## config.mk

```make
export PLATFORM = sky130hd
export DESIGN_NAME = cebt_core
export DESIGN_NICKNAME = d
export VERILOG_FILES = /design/src/design/cebt_core.v
export VERILOG_INCLUDE_DIRS = /design/src /design/src/design
export SDC_FILE = /design/constraint.sdc
export NUM_CORES = 1
export LEC_CHECK = 0
export ABC_AREA = 1
export BUFFER_PORTS_ARGS = -buffer_cell sky130_fd_sc_hd__buf_4
export CORE_MARGIN = 2
export CORE_UTILIZATION = 40
export DETAILED_ROUTE_END_ITERATION = 16
export PLACE_DENSITY = 0.7
export SLEW_MARGIN = 40
export SYNTH_ARGS = -nofsm -noshare
export SYNTH_HDL_FRONTEND = slang
export SYNTH_SLANG_ARGS = --single-unit
```

## constraint.sdc

```tcl
create_clock -name ref_clk -period 3.5 [get_ports ref_clk]
set_input_delay 0.7 -clock ref_clk [delete_from_list [all_inputs] [get_ports ref_clk]]
set_output_delay 0.7 -clock ref_clk [all_outputs]
set_load 0.005 [all_outputs]
```

## src/design/cebt_defines.vh

```
// Constants for the CAN error counter and bit timing block
// Overview of operation
// - Receive and transmit error counters, eight bits each, packed in one 16-bit register.
// - Software reads both counters at any time through the error count register.
// - Receiver bit error while sending an active error flag adds 8.
// - Receiver adds 8 when first bit after its error flag is dominant.
// - Dominant bits after flags: 14th or 8th adds 8, then every further 8.
// - Other errors add 1 to receive counter, 8 to transmit counter.
// - Valid reception or transmission subtracts 1, never below zero.
// - Transmitter bit error while sending an active error flag adds 8.
// - Arbitration stuff error on own recessive stuff bit leaves transmit counter.
// - Passive acknowledge error without dominant bit in flag leaves transmit counter.
// - Each bit is sync segment, first time segment, second time segment.
// - Sync segment lasts exactly one quantum; edges expected inside it.
// - First segment length in quanta comes from a 4-bit field.
// - Second segment length in quanta comes from a 3-bit field.
// - Jump width bounds bit adjustment; resync only on recessive-to-dominant edges.
// - Falling edge on idle bus hard synchronizes and restarts bit timing.
// - Phase error: zero in sync, positive in first, negative in second segment.
// - Phase error magnitude within jump width acts like hard synchronization.
// - Phase error above jump width lengthens first segment by jump width.
// - Phase error below minus jump width shortens second segment by jump width.
// - Quantum clock is input clock divided by the prescaler value.
// - Bit rate is clock over prescaler times one plus both segments.
// - Error passive above 127 on either counter; active when both below 128.
// - Bus off with bus output disabled when transmit counter passes 255.
// - Bus off ends after 128 runs of 11 recessive bits, counters cleared.
// - Error warning shown; left when both counters are below 96.
`ifndef CEBT_DEFINES_VH
`define CEBT_DEFINES_VH

// Register indices
`define CEBT_ADDR_W        4
`define CEBT_DATA_W        16
`define CEBT_REG_ERRCNT    4'h0
`define CEBT_REG_TIMING    4'h1
`define CEBT_REG_STATUS    4'h2

// Timing register fields
`define CEBT_TS2_LSB       0
`define CEBT_TS2_MSB       2
`define CEBT_TS1_LSB       3
`define CEBT_TS1_MSB       6
`define CEBT_SJW_LSB       7
`define CEBT_SJW_MSB       8
`define CEBT_PSC_LSB       9
`define CEBT_PSC_MSB       14
`define CEBT_TIMING_RST    16'h0A3D

// Counter thresholds
`define CEBT_CNT_MAX       8'hFF
`define CEBT_PASSIVE_LIM   8'h7F
`define CEBT_WARN_LIM      8'h60
`define CEBT_ADD_BIG       6'h08
`define CEBT_ADD_ONE       6'h01
`define CEBT_DOM_ACTIVE    5'h0E
`define CEBT_DOM_PASSIVE   5'h08
`define CEBT_RCS_RUN       4'hB
`define CEBT_RCS_SEQS      8'h80

`endif

```

## src/design/cebt_core.v

```verilog
// CAN error counters, error state and bit time logic
`timescale 1ns/10ps
`default_nettype none
`include "cebt_defines.vh"

module cebt_core (
   // Clock and reset
   input  wire        ref_clk,
   input  wire        sys_rst,
   // Register port
   input  wire [3:0]  reg_addr,
   input  wire [15:0] reg_wdata,
   input  wire        reg_wr,
   input  wire        reg_rd,
   output reg  [15:0] reg_rdata_r,
   // CAN bus pins
   input  wire        can_rx,
   output reg         can_tx_r,
   // Protocol engine events
   input  wire        is_transmitter,
   input  wire        bus_idle,
   input  wire        tx_bit,
   input  wire        ev_flag_bit_err,
   input  wire        ev_err_flag_end,
   input  wire        ev_ovl_flag_end,
   input  wire        flag_passive,
   input  wire        ev_other_err,
   input  wire        ev_arb_stuff_err,
   input  wire        ev_ack_err,
   input  wire        pflag_dom_seen,
   input  wire        ev_valid_rx,
   input  wire        ev_valid_tx,
   // Bit timing and state outputs
   output reg         sample_bit_r,
   output reg         sample_stb_r,
   output reg         err_passive_r,
   output reg         err_warning_r,
   output reg         bus_off_r
);

   localparam [1:0] SEG_SYNC = 2'b00;
   localparam [1:0] SEG_TS1  = 2'b01;
   localparam [1:0] SEG_TS2  = 2'b10;

   // Zero-length field treated as one quantum
   function [4:0] len_eff;
      input [3:0] v;
      begin
         len_eff = (v == 4'h0) ? 5'h01 : {1'b0, v};
      end
   endfunction

   reg  [15:0] timing_r;
   reg  [7:0]  rec_r;
   reg  [7:0]  tec_r;
   reg         rx_m_r;
   reg         rx_s_r;
   reg         rx_prev_r;
   reg  [5:0]  presc_cnt_r;
   reg  [1:0]  seg_r;
   reg  [4:0]  tq_cnt_r;
   reg  [4:0]  ext_r;
   reg  [4:0]  shrt_r;
   reg         resync_done_r;
   reg         dom_act_r;
   reg  [4:0]  dom_cnt_r;
   reg  [4:0]  dom_lim_r;
   reg         first_chk_r;
   reg  [3:0]  rcs_cnt_r;
   reg  [7:0]  seq_cnt_r;

   wire [3:0]  ts1_fld = timing_r[`CEBT_TS1_MSB:`CEBT_TS1_LSB];
   wire [3:0]  ts2_fld = {1'b0, timing_r[`CEBT_TS2_MSB:`CEBT_TS2_LSB]};
   wire [3:0]  sjw_fld = {2'b00, timing_r[`CEBT_SJW_MSB:`CEBT_SJW_LSB]};
   wire [5:0]  psc_fld = timing_r[`CEBT_PSC_MSB:`CEBT_PSC_LSB];
   wire [4:0]  ts1_len = len_eff(ts1_fld);
   wire [4:0]  ts2_len = len_eff(ts2_fld);
   wire [4:0]  sjw_len = len_eff(sjw_fld);
   wire [5:0]  psc_end = (psc_fld == 6'h00) ? 6'h00 : psc_fld - 6'h01;

   wire        tq_tick = (presc_cnt_r >= psc_end);

   wire        fall_edge = rx_prev_r & ~rx_s_r;
   wire        hard_sync = fall_edge & bus_idle;
   wire        soft_edge = fall_edge & ~bus_idle & ~resync_done_r & (seg_r != SEG_SYNC);

   // Phase error in quanta from the sync segment
   wire [4:0]  e_pos = tq_cnt_r + 5'h01;
   wire [4:0]  ts2_act = (ts2_len > shrt_r) ? ts2_len - shrt_r : 5'h01;
   wire [4:0]  e_neg = (ts2_act > tq_cnt_r) ? ts2_act - tq_cnt_r : 5'h01;
   wire [4:0]  e_mag = (seg_r == SEG_TS1) ? e_pos : e_neg;
   // Small phase error restarts the bit
   wire        resync_rst = soft_edge & (e_mag <= sjw_len);
   wire        resync_big = soft_edge & (e_mag > sjw_len);
   wire [4:0]  ts1_lim = ts1_len + ext_r;

   // Bus input synchroniser and edge history
   always @(posedge ref_clk) begin
      if (sys_rst) begin
         rx_m_r    <= 1'b1;
         rx_s_r    <= 1'b1;
         rx_prev_r <= 1'b1;
      end else begin
         rx_m_r    <= can_rx;
         rx_s_r    <= rx_m_r;
         rx_prev_r <= rx_s_r;
      end
   end

   // Bit time sequencer
   always @(posedge ref_clk) begin
      if (sys_rst) begin
         presc_cnt_r   <= 6'h00;
         seg_r         <= SEG_SYNC;
         tq_cnt_r      <= 5'h00;
         ext_r         <= 5'h00;
         shrt_r        <= 5'h00;
         resync_done_r <= 1'b0;
         sample_bit_r  <= 1'b1;
         sample_stb_r  <= 1'b0;
      end else begin
         sample_stb_r <= 1'b0;
         if (hard_sync | resync_rst) begin
            presc_cnt_r   <= 6'h00;
            seg_r         <= SEG_SYNC;
            tq_cnt_r      <= 5'h00;
            ext_r         <= 5'h00;
            shrt_r        <= 5'h00;
            resync_done_r <= 1'b1;
         end else begin
            if (tq_tick) begin
               presc_cnt_r <= 6'h00;
               case (seg_r)
                  SEG_SYNC: begin
                     seg_r         <= SEG_TS1;
                     tq_cnt_r      <= 5'h00;
                     ext_r         <= 5'h00;
                     shrt_r        <= 5'h00;
                     resync_done_r <= 1'b0;
                  end
                  SEG_TS1: begin
                     if (tq_cnt_r + 5'h01 >= ts1_lim) begin
                        seg_r        <= SEG_TS2;
                        tq_cnt_r     <= 5'h00;
                        sample_bit_r <= rx_s_r;
                        sample_stb_r <= 1'b1;
                     end else begin
                        tq_cnt_r <= tq_cnt_r + 5'h01;
                     end
                  end
                  SEG_TS2: begin
                     if (tq_cnt_r + 5'h01 >= ts2_act) begin
                        // Bit of psc times 1 + ts1 + ts2 ends
                        seg_r    <= SEG_SYNC;
                        tq_cnt_r <= 5'h00;
                     end else begin
                        tq_cnt_r <= tq_cnt_r + 5'h01;
                     end
                  end
                  default: begin
                     seg_r    <= SEG_SYNC;
                     tq_cnt_r <= 5'h00;
                  end
               endcase
            end else begin
               presc_cnt_r <= presc_cnt_r + 6'h01;
            end
            if (resync_big) begin
               resync_done_r <= 1'b1;
               if (seg_r == SEG_TS1)
                  ext_r <= sjw_len;
               else
                  shrt_r <= sjw_len;
            end
         end
      end
   end

   // Dominant run tracking after flags
   wire dom_hit = sample_stb_r & dom_act_r & ~sample_bit_r & (dom_cnt_r + 5'h01 >= dom_lim_r);
   wire first_dom = sample_stb_r & first_chk_r & ~sample_bit_r;

   always @(posedge ref_clk) begin
      if (sys_rst) begin
         dom_act_r   <= 1'b0;
         dom_cnt_r   <= 5'h00;
         dom_lim_r   <= `CEBT_DOM_ACTIVE;
         first_chk_r <= 1'b0;
      end else if (ev_err_flag_end | ev_ovl_flag_end) begin
         dom_act_r   <= 1'b1;
         dom_cnt_r   <= 5'h00;
         dom_lim_r   <= (ev_err_flag_end & flag_passive) ? `CEBT_DOM_PASSIVE : `CEBT_DOM_ACTIVE;
         first_chk_r <= ev_err_flag_end;
      end else if (sample_stb_r) begin
         first_chk_r <= 1'b0;
         if (sample_bit_r) begin
            dom_act_r <= 1'b0;
            dom_cnt_r <= 5'h00;
         end else if (dom_hit) begin
            dom_cnt_r <= 5'h00;
            dom_lim_r <= `CEBT_DOM_PASSIVE;
         end else if (dom_act_r) begin
            dom_cnt_r <= dom_cnt_r + 5'h01;
         end
      end
   end

   // Counter increments by role
   reg  [5:0] rx_add;
   reg  [5:0] tx_add;
   always @* begin
      rx_add = 6'h00;
      tx_add = 6'h00;
      if (!is_transmitter) begin
         if (ev_flag_bit_err)
            rx_add = rx_add + `CEBT_ADD_BIG;
         if (first_dom)
            rx_add = rx_add + `CEBT_ADD_BIG;
         if (dom_hit)
            rx_add = rx_add + `CEBT_ADD_BIG;
         if (ev_other_err)
            rx_add = rx_add + `CEBT_ADD_ONE;
      end else begin
         if (ev_flag_bit_err)
            tx_add = tx_add + `CEBT_ADD_BIG;
         if (dom_hit)
            tx_add = tx_add + `CEBT_ADD_BIG;
         if (ev_other_err && !ev_arb_stuff_err && !(ev_ack_err && err_passive_r && !pflag_dom_seen))
            tx_add = tx_add + `CEBT_ADD_BIG;
      end
   end

   wire [8:0] rec_sum = {1'b0, rec_r} + {3'b000, rx_add};
   wire [8:0] tec_sum = {1'b0, tec_r} + {3'b000, tx_add};
   wire       tec_ovf = tec_sum[8];
   wire       rcs_done = sample_stb_r & sample_bit_r & (rcs_cnt_r + 4'h1 >= `CEBT_RCS_RUN);

   // Error counters and bus-off state
   always @(posedge ref_clk) begin
      if (sys_rst) begin
         rec_r     <= 8'h00;
         tec_r     <= 8'h00;
         bus_off_r <= 1'b0;
         rcs_cnt_r <= 4'h0;
         seq_cnt_r <= 8'h00;
      end else if (bus_off_r) begin
         if (sample_stb_r) begin
            if (!sample_bit_r) begin
               rcs_cnt_r <= 4'h0;
            end else if (rcs_done) begin
               rcs_cnt_r <= 4'h0;
               if (seq_cnt_r + 8'h01 >= `CEBT_RCS_SEQS) begin
                  seq_cnt_r <= 8'h00;
                  bus_off_r <= 1'b0;
                  rec_r     <= 8'h00;
                  tec_r     <= 8'h00;
               end else begin
                  seq_cnt_r <= seq_cnt_r + 8'h01;
               end
            end else begin
               rcs_cnt_r <= rcs_cnt_r + 4'h1;
            end
         end
      end else begin
         if (rx_add != 6'h00)
            rec_r <= rec_sum[8] ? `CEBT_CNT_MAX : rec_sum[7:0];
         else if (ev_valid_rx && rec_r != 8'h00)
            rec_r <= rec_r - 8'h01;
         if (tx_add != 6'h00) begin
            tec_r <= tec_ovf ? `CEBT_CNT_MAX : tec_sum[7:0];
            if (tec_ovf) begin
               bus_off_r <= 1'b1;
               rcs_cnt_r <= 4'h0;
               seq_cnt_r <= 8'h00;
            end
         end else if (ev_valid_tx && tec_r != 8'h00) begin
            tec_r <= tec_r - 8'h01;
         end
      end
   end

   // Error state flags and bus driver
   always @(posedge ref_clk) begin
      if (sys_rst) begin
         err_passive_r <= 1'b0;
         err_warning_r <= 1'b0;
         can_tx_r      <= 1'b1;
      end else begin
         // Passive above the limit, dropped as bus off begins
         err_passive_r <= ~bus_off_r & ~tec_ovf & ((rec_r > `CEBT_PASSIVE_LIM) | (tec_r > `CEBT_PASSIVE_LIM));
         // Warning until both below limit, dropped as bus off begins
         err_warning_r <= ~bus_off_r & ~tec_ovf & ((rec_r >= `CEBT_WARN_LIM) | (tec_r >= `CEBT_WARN_LIM));
         can_tx_r      <= bus_off_r | tec_ovf | tx_bit;
      end
   end

   // Register port
   always @(posedge ref_clk) begin
      if (sys_rst) begin
         timing_r    <= `CEBT_TIMING_RST;
         reg_rdata_r <= 16'h0000;
      end else begin
         if (reg_wr && reg_addr == `CEBT_REG_TIMING)
            timing_r <= {1'b0, reg_wdata[`CEBT_PSC_MSB:0]};
         reg_rdata_r <= 16'h0000;
         if (reg_rd) begin
            if (reg_addr == `CEBT_REG_ERRCNT)
               reg_rdata_r <= {tec_r, rec_r};
            else if (reg_addr == `CEBT_REG_TIMING)
               reg_rdata_r <= timing_r;
            else if (reg_addr == `CEBT_REG_STATUS)
               reg_rdata_r <= {9'h000, seg_r, sample_bit_r, rx_s_r, bus_off_r, err_passive_r, err_warning_r};
            else
               reg_rdata_r <= 16'h0000;
         end
      end
   end

endmodule // cebt_core

`default_nettype wire

```

**Yosys cells after proc, flatten, opt, wreduce, memory -nomap -nowiden**

Index checks and enable logic that the tools add are counted.

- Output and inout bits: 22
- Register bits: 104
- Word-level logic and storage cells: 235

- Reductions and logical operators: 46
- $lt $le $gt $ge: 14
- Multiplexer cells: 87
- Bitwise gates (word level): 34
- Add/subtract/negate cells: 18
- Eq/ne operators: 11

Operators with widths:

| kind | count |
|---|---|
| 2-to-1 mux 8 bit | 19 |
| 2-to-1 mux 5 bit | 20 |
| 2-to-1 mux 6 bit | 13 |
| 2-to-1 mux 4 bit | 8 |
| adder 6 x 4 -> 6 bit, second input constant | 4 |
| adder 8 x 6 -> 9 bit | 2 |
| AND 1 bit | 18 |
| 2-to-1 mux 1 bit | 17 |
| >= comparator 8 x 7 -> 1 bit, second input constant | 2 |
| greater-than comparator 8 x 7 -> 1 bit, second input constant | 2 |
| zero test 4 bit | 4 |
| 2-to-1 mux 16 bit | 1 |
| nonzero test 8 bit | 2 |
| subtractor 8 x 1 -> 8 bit, second input constant | 2 |
| >= comparator 5 bit | 3 |
| 2-to-1 mux 15 bit | 1 |
| AND reduction 5 bit | 3 |
| nonzero test 3 bit | 5 |
| adder 6 x 1 -> 6 bit, second input constant | 2 |
| nonzero test 2 bit | 6 |
| nonzero test 6 bit | 2 |
| adder 5 x 1 -> 5 bit, second input constant | 2 |
| NOT 1 bit | 10 |
| one-hot mux 5 bit (2 select lines) | 1 |
| 34 further kinds | 61 |

**Depth between registers and ports, before layout**

- Depth in word-level cells: 15
- Mapped depth: 29
- Depth with buffers taken out: 29

**Least setup slack after synthesis**

No wires, ideal clock.

- Path type: register -> register
- Start point: register timing_r[1]
- End point: register ext_r[4]
- Stages on the path, launching flop included: 24
- Buffers on the path: 2
- Slack: -0.055 ns
- Arrival time: 3.435 ns
- Data required time: 3.379 ns
- Cell sequence: dfxtp_1 -> clkbuf_1 -> ha_1 -> a311o_1 -> inv_1 -> nand2_1 -> nor3_1 -> ha_1 -> a21oi_1 -> nand2_1 -> nand2_1 -> nand2_1 -> a21oi_1 -> nor2_2 -> nand3_1 -> nand2_1 -> ha_1 -> a21oi_1 -> a21oi_1 -> a21oi_1 -> nand3_1 -> nand3_2 -> buf_2 -> nor3_1

- Longest elaborated chain between the ends: 11
- Elaborated cells between the ends (all ways): 16
- Classes of those cells: add/sub: 2; order compare: 4; mux: 5; bitwise: 3; reduce/logical: 2

Ends and longest elaborated chain:

| what | line | RTL |
|---|---|---|
| from (decl) | cebt_core.v:53 | `reg [15:0] timing_r;` |
| from (signal assigned) | cebt_core.v:300 | `` timing_r <= `CEBT_TIMING_RST; `` |
| from (signal assigned) | cebt_core.v:304 | `` timing_r <= {1'b0, reg_wdata[`CEBT_PSC_MSB:0]}; `` |
| zero test 4 bit | cebt_core.v:49 | `len_eff = (v == 4'h0) ? 5'h01 : {1'b0, v};` |
| 2-to-1 mux 3 bit * | cebt_core.v:49 |  |
| subtractor 3 x 5 -> 5 bit / greater-than comparator 3 x 5 -> 1 bit (equally long branches) | cebt_core.v:89 | `wire [4:0] ts2_act = (ts2_len > shrt_r) ? ts2_len - shrt_r : 5'h01;` |
| 2-to-1 mux 5 bit * | cebt_core.v:89 |  |
| subtractor 5 bit / greater-than comparator 5 bit (equally long branches) | cebt_core.v:90 | `wire [4:0] e_neg = (ts2_act > tq_cnt_r) ? ts2_act - tq_cnt_r : 5'h01;` |
| 2-to-1 mux 5 bit * | cebt_core.v:90 |  |
| 2-to-1 mux 5 bit * | cebt_core.v:91 | `wire [4:0] e_mag = (seg_r == SEG_TS1) ? e_pos : e_neg;` |
| <= comparator 5 x 2 -> 1 bit | cebt_core.v:93 | `wire resync_rst = soft_edge & (e_mag <= sjw_len);` |
| AND 1 bit | cebt_core.v:93 |  |
| bitwise OR 1 bit | cebt_core.v:123 | `if (hard_sync \| resync_rst) begin` |
| OR reduction 2 bit (no line) | -- |  |
| to (signal assigned) | cebt_core.v:171 | `ext_r <= sjw_len;` |
| to (decl) | cebt_core.v:62 | `reg [4:0] ext_r;` |

Every way passes the cells marked *; elsewhere a longest branch is shown, timed or not.
A chain may end at the register's enable or synchronous reset.

**Worst setup path in the final report**

- Start point: register timing_r[2]
- End point: register shrt_r[2]

- Longest elaborated chain between the ends: 11
- Elaborated cells between the ends (all ways): 16
- Classes of those cells: add/sub: 2; order compare: 4; mux: 5; bitwise: 3; reduce/logical: 2

Ends and longest elaborated chain:

| what | line | RTL |
|---|---|---|
| zero test 4 bit | cebt_core.v:49 |  |
| 2-to-1 mux 3 bit * | cebt_core.v:49 |  |
| subtractor 3 x 5 -> 5 bit / greater-than comparator 3 x 5 -> 1 bit (equally long branches) | cebt_core.v:89 |  |
| 2-to-1 mux 5 bit * | cebt_core.v:89 |  |
| subtractor 5 bit / greater-than comparator 5 bit (equally long branches) | cebt_core.v:90 |  |
| 2-to-1 mux 5 bit * | cebt_core.v:90 |  |
| 2-to-1 mux 5 bit * | cebt_core.v:91 |  |
| <= comparator 5 x 2 -> 1 bit | cebt_core.v:93 |  |
| AND 1 bit | cebt_core.v:93 |  |
| bitwise OR 1 bit | cebt_core.v:123 |  |
| OR reduction 2 bit (no line) | -- |  |
| to (signal assigned) | cebt_core.v:173 | `shrt_r <= sjw_len;` |
| to (decl) | cebt_core.v:63 | `reg [4:0] shrt_r;` |

Marks and branches as above.

==> results.py <==
metrics = {
    "power": {
        "power.total_mw": 3.28,
        "pwr_density_cell_mw_per_mm2": 402,
        "ir_worst_vdd_v": 0.000216,
        "power.leakage_nw": 3.74,
    },
    "yosys": {
        "yosysTopAreaCellShare_pct": 30.8,
        "syn_avg_cell_area_um2": 7.07,
        "synth_cell_type_count": 54,
        "synth_area_leaders": "dfxtp_1 (31%), nand2_1 (12%), ha_1 (11%)",
        "synthCells": 920,
        "yosys.area.top_type": "dfxtp_1",
        "synthTopCellsByCount": "nand2_1 (203), inv_1 (123), dfxtp_1 (100)",
        "synth.most_common_cell": "nand2_1",
        "synth-seq-cells": 100,
        "seq_area_frac_synth_pct": 30.8,
        "synth-main-ff-cell": "dfxtp_1",
        "synthesis.nets": 1021,
        "synth_edf_count": 0,
        "postSynth.asyncResetShare_pct": 0,
        "yosysWarnings": 0,
        "syn_area_mm2": 0.00651,
    },
    "grt": {
        "antenna_found_initial": 0,
        "grt_use_met2_pct": 31.8,
        "use_met3_pct": 3.36,
        "busiest_layer": "met2",
        "grt_start_max_net_pins": 31,
        "grt_pass1_vias": 5773,
        "use_met1_pct": 27.1,
        "grt_overflow": 0,
        "grt_use_total_pct": 20.0,
        "grt_pass1_wl_um": 28200,
    },
    "finish": {
        "fin_util_pct": 51.4,
        "post_route_cells_drive_above_1_share_pct": 22.4,
        "n_antenna_cell": 0,
        "syn2layout_area_growth_pct": 25.4,
        "nNetsFinal": 1114,
        "final_cells": 1234,
    },
    "timing": {
        "clock_skew_ps": 9.53,
        "hold_viol_final": 0,
        "worst_pin_slew_ps": 784,
        "drv_slew": 0,
        "rsz0062_at_grt": "yes",
        "fin_crit_ps": 3710,
        "fin_crit_sh_pct": 106,
        "worst_slack_ps": -209,
        "finalSetupViolCount": 25,
        "relSlewSlack_pct": 47.3,
        "max_freq_mhz": 270,
    },
    "floorplanning": {
        "rows": 46,
        "die_w_um": 132,
        "io_pins": 60,
        "coreArea_mm2": 0.0159,
        "fp.dieH_um": 132,
        "dieArea_mm2": 0.0173,
        "start_util_pct": 41.0,
    },
    "detailed_routing": {
        "finalWirelength_um": 17100,
        "routedWlPerCell_um": 13.8,
        "first_pass_iters": 5,
        "via_count": 6186,
        "drc_errors": 0,
        "ant_nets": 0,
        "viasPerCell": 5.01,
        "drt_iter0_drc": 436,
    },
    "clock_network": {
        "max-clock-path-buffers": 2,
        "numCtsBuffers": 9,
        "cts_tree": "built",
        "cts_max_level": 3,
        "cts_hold_buf": 0,
        "clkSinkCount": 100,
        "clkSlewWorstSetupHoldPaths_ps": 70,
        "cts-root-buf": "clkbuf_16",
        "clkLatencyLatePin_ps": 350,
    },
    "placed_design": {
        "dp.cells": 1203,
        "dp_hpwl_um": 12500,
        "place_congestion": 0.839,
        "io_buffer_count": 58,
    },
    "status": {
        "outcome": "finished, violations left",
        "violations": "setup timing",
    },
    "worst_setup_path": {
        "worstSetupEndpointType": "flip-flop",
        "start_kind": "flip-flop",
        "critical_path_class": "flip-flop to flip-flop",
        "critPathRequiredTime_ps": 3740,
        "crit_arrival_ps": 3950,
        "cp_max_fo": 12,
    },
    "job": {
        "cap_violations": 0,
    },
    "min_path": {
        "hold_class": "flip-flop to flip-flop",
    },
}
-- routing by layer --
layer	up-vias	wire length [um]	part of all wire, %
li1	3181	-	-
met1	2847	8090	47
met2	135	7840	46
met3	23	751	4.4
met4	0	370	2.2
met5	-	0	0
-- timing repair --
item                       CTS  global route
buffers inserted            11             4
gates resized for setup     15            66
pin swaps                    8            42
cloned                       1             0
setup endpoints to repair   28            53
-- layout by cell type (no fill, tap or decap), types with 7 or more instances in the layout --
cell	netlist	routed
nor3_1	26	23
xnor2_1	11	11
nand2_2	7	16
dfxtp_1	100	96
xor2_1	23	22
a31oi_1	8	7
nand2_1	203	192
inv_1	123	116
nor2_2	4	9
nor2_1	74	67
nand3_2	3	7
ha_4	0	9
o21ai_1	9	11
ha_1	59	48
nand4_1	17	17
inv_2	5	11
a21oi_1	69	64
nand3_1	68	63
clkbuf_16	0	9
buf_4	1	104
o21ai_0	28	26
-- area by class of cell --
class	count	area (um^2)
Sequential cell	100	2010
Fill cell	1508	7730
Clock inverter	5	63.8
Tap cell	216	270
Inverter	130	500
Timing Repair Buffer	109	862
Clock buffer	11	243
Multi-Input combinational cell	663	4210
-- worst max-delay path, cell delays in order, from the launching register on --
cell	delay, ps
dfxtp_4	370
nor2_4	40
nor2_2	100
ha_2	180
inv_2	50
fa_2	400
nand2_2	80
inv_2	50
nor3_4	240
ha_4	260
a21oi_4	160
nand2_2	70
nand2_2	70
nand2_2	60
a21oi_2	150
nor2_2	70
nand3_2	80
nand2_2	80
ha_4	250
a21oi_2	140
a21oi_2	50
a21oi_2	130
nand3_2	150
nand3_4	170
buf_12	150
nor3_1	50
-- logic make-up after synthesis --
logic type / after synthesis / share of synthesized area (%)
flops: 100 / 30.8
other cells: 2 / 0.115
simple gates: 421 / 29.4
xor+xnor: 34 / 4.58
buf+inv: 157 / 9.82
compound gates: 143 / 12.7
fa+ha+maj: 63 / 12.6
-- state kept, by name, summed over array words and instances, names as in the netlist, 2 cells and up --
name         count
seq_cnt_r        8
tec_r            8
presc_cnt_r      6
dom_cnt_r        5
timing_r        15
shrt_r           5
seg_r            2
reg_rdata_r     16
rcs_cnt_r        4
ext_r            5
tq_cnt_r         5
rec_r            8
-- power by group --
group	internal, mW	switching (mW)
logic	0.390	0.531
clock network	0.582	0.459
registers	1.21	0.109
total	2.18	1.10
-- worst paths after layout --
check	slack [ps]	end	startpoint	depth (start not counted)
min reg2reg	420	rx_s_r	rx_m_r	1
min	420	rx_s_r	rx_m_r	1
max reg2reg	-210	shrt_r[2]	timing_r[2]	25
max	-210	shrt_r[2]	timing_r[2]	25
-- through the flow --
step | setup WS [ps] | cell area, um^2 | hold WS, ps | setup TNS (ps)
3_5_place_dp | -274 | 7360 | 400 | -6500
2_1_floorplan | 25.6 | 6520 | 389 | 0
4_1_cts | -137 | 7880 | 420 | -2970
5_1_grt | -434 | 8160 | 437 | -10410
6_report | -209 | 8160 | 424 | -4890
3_3_place_gp | -192 | 7360 | 414 | -4550
Power figures use the tool's default switching activity.
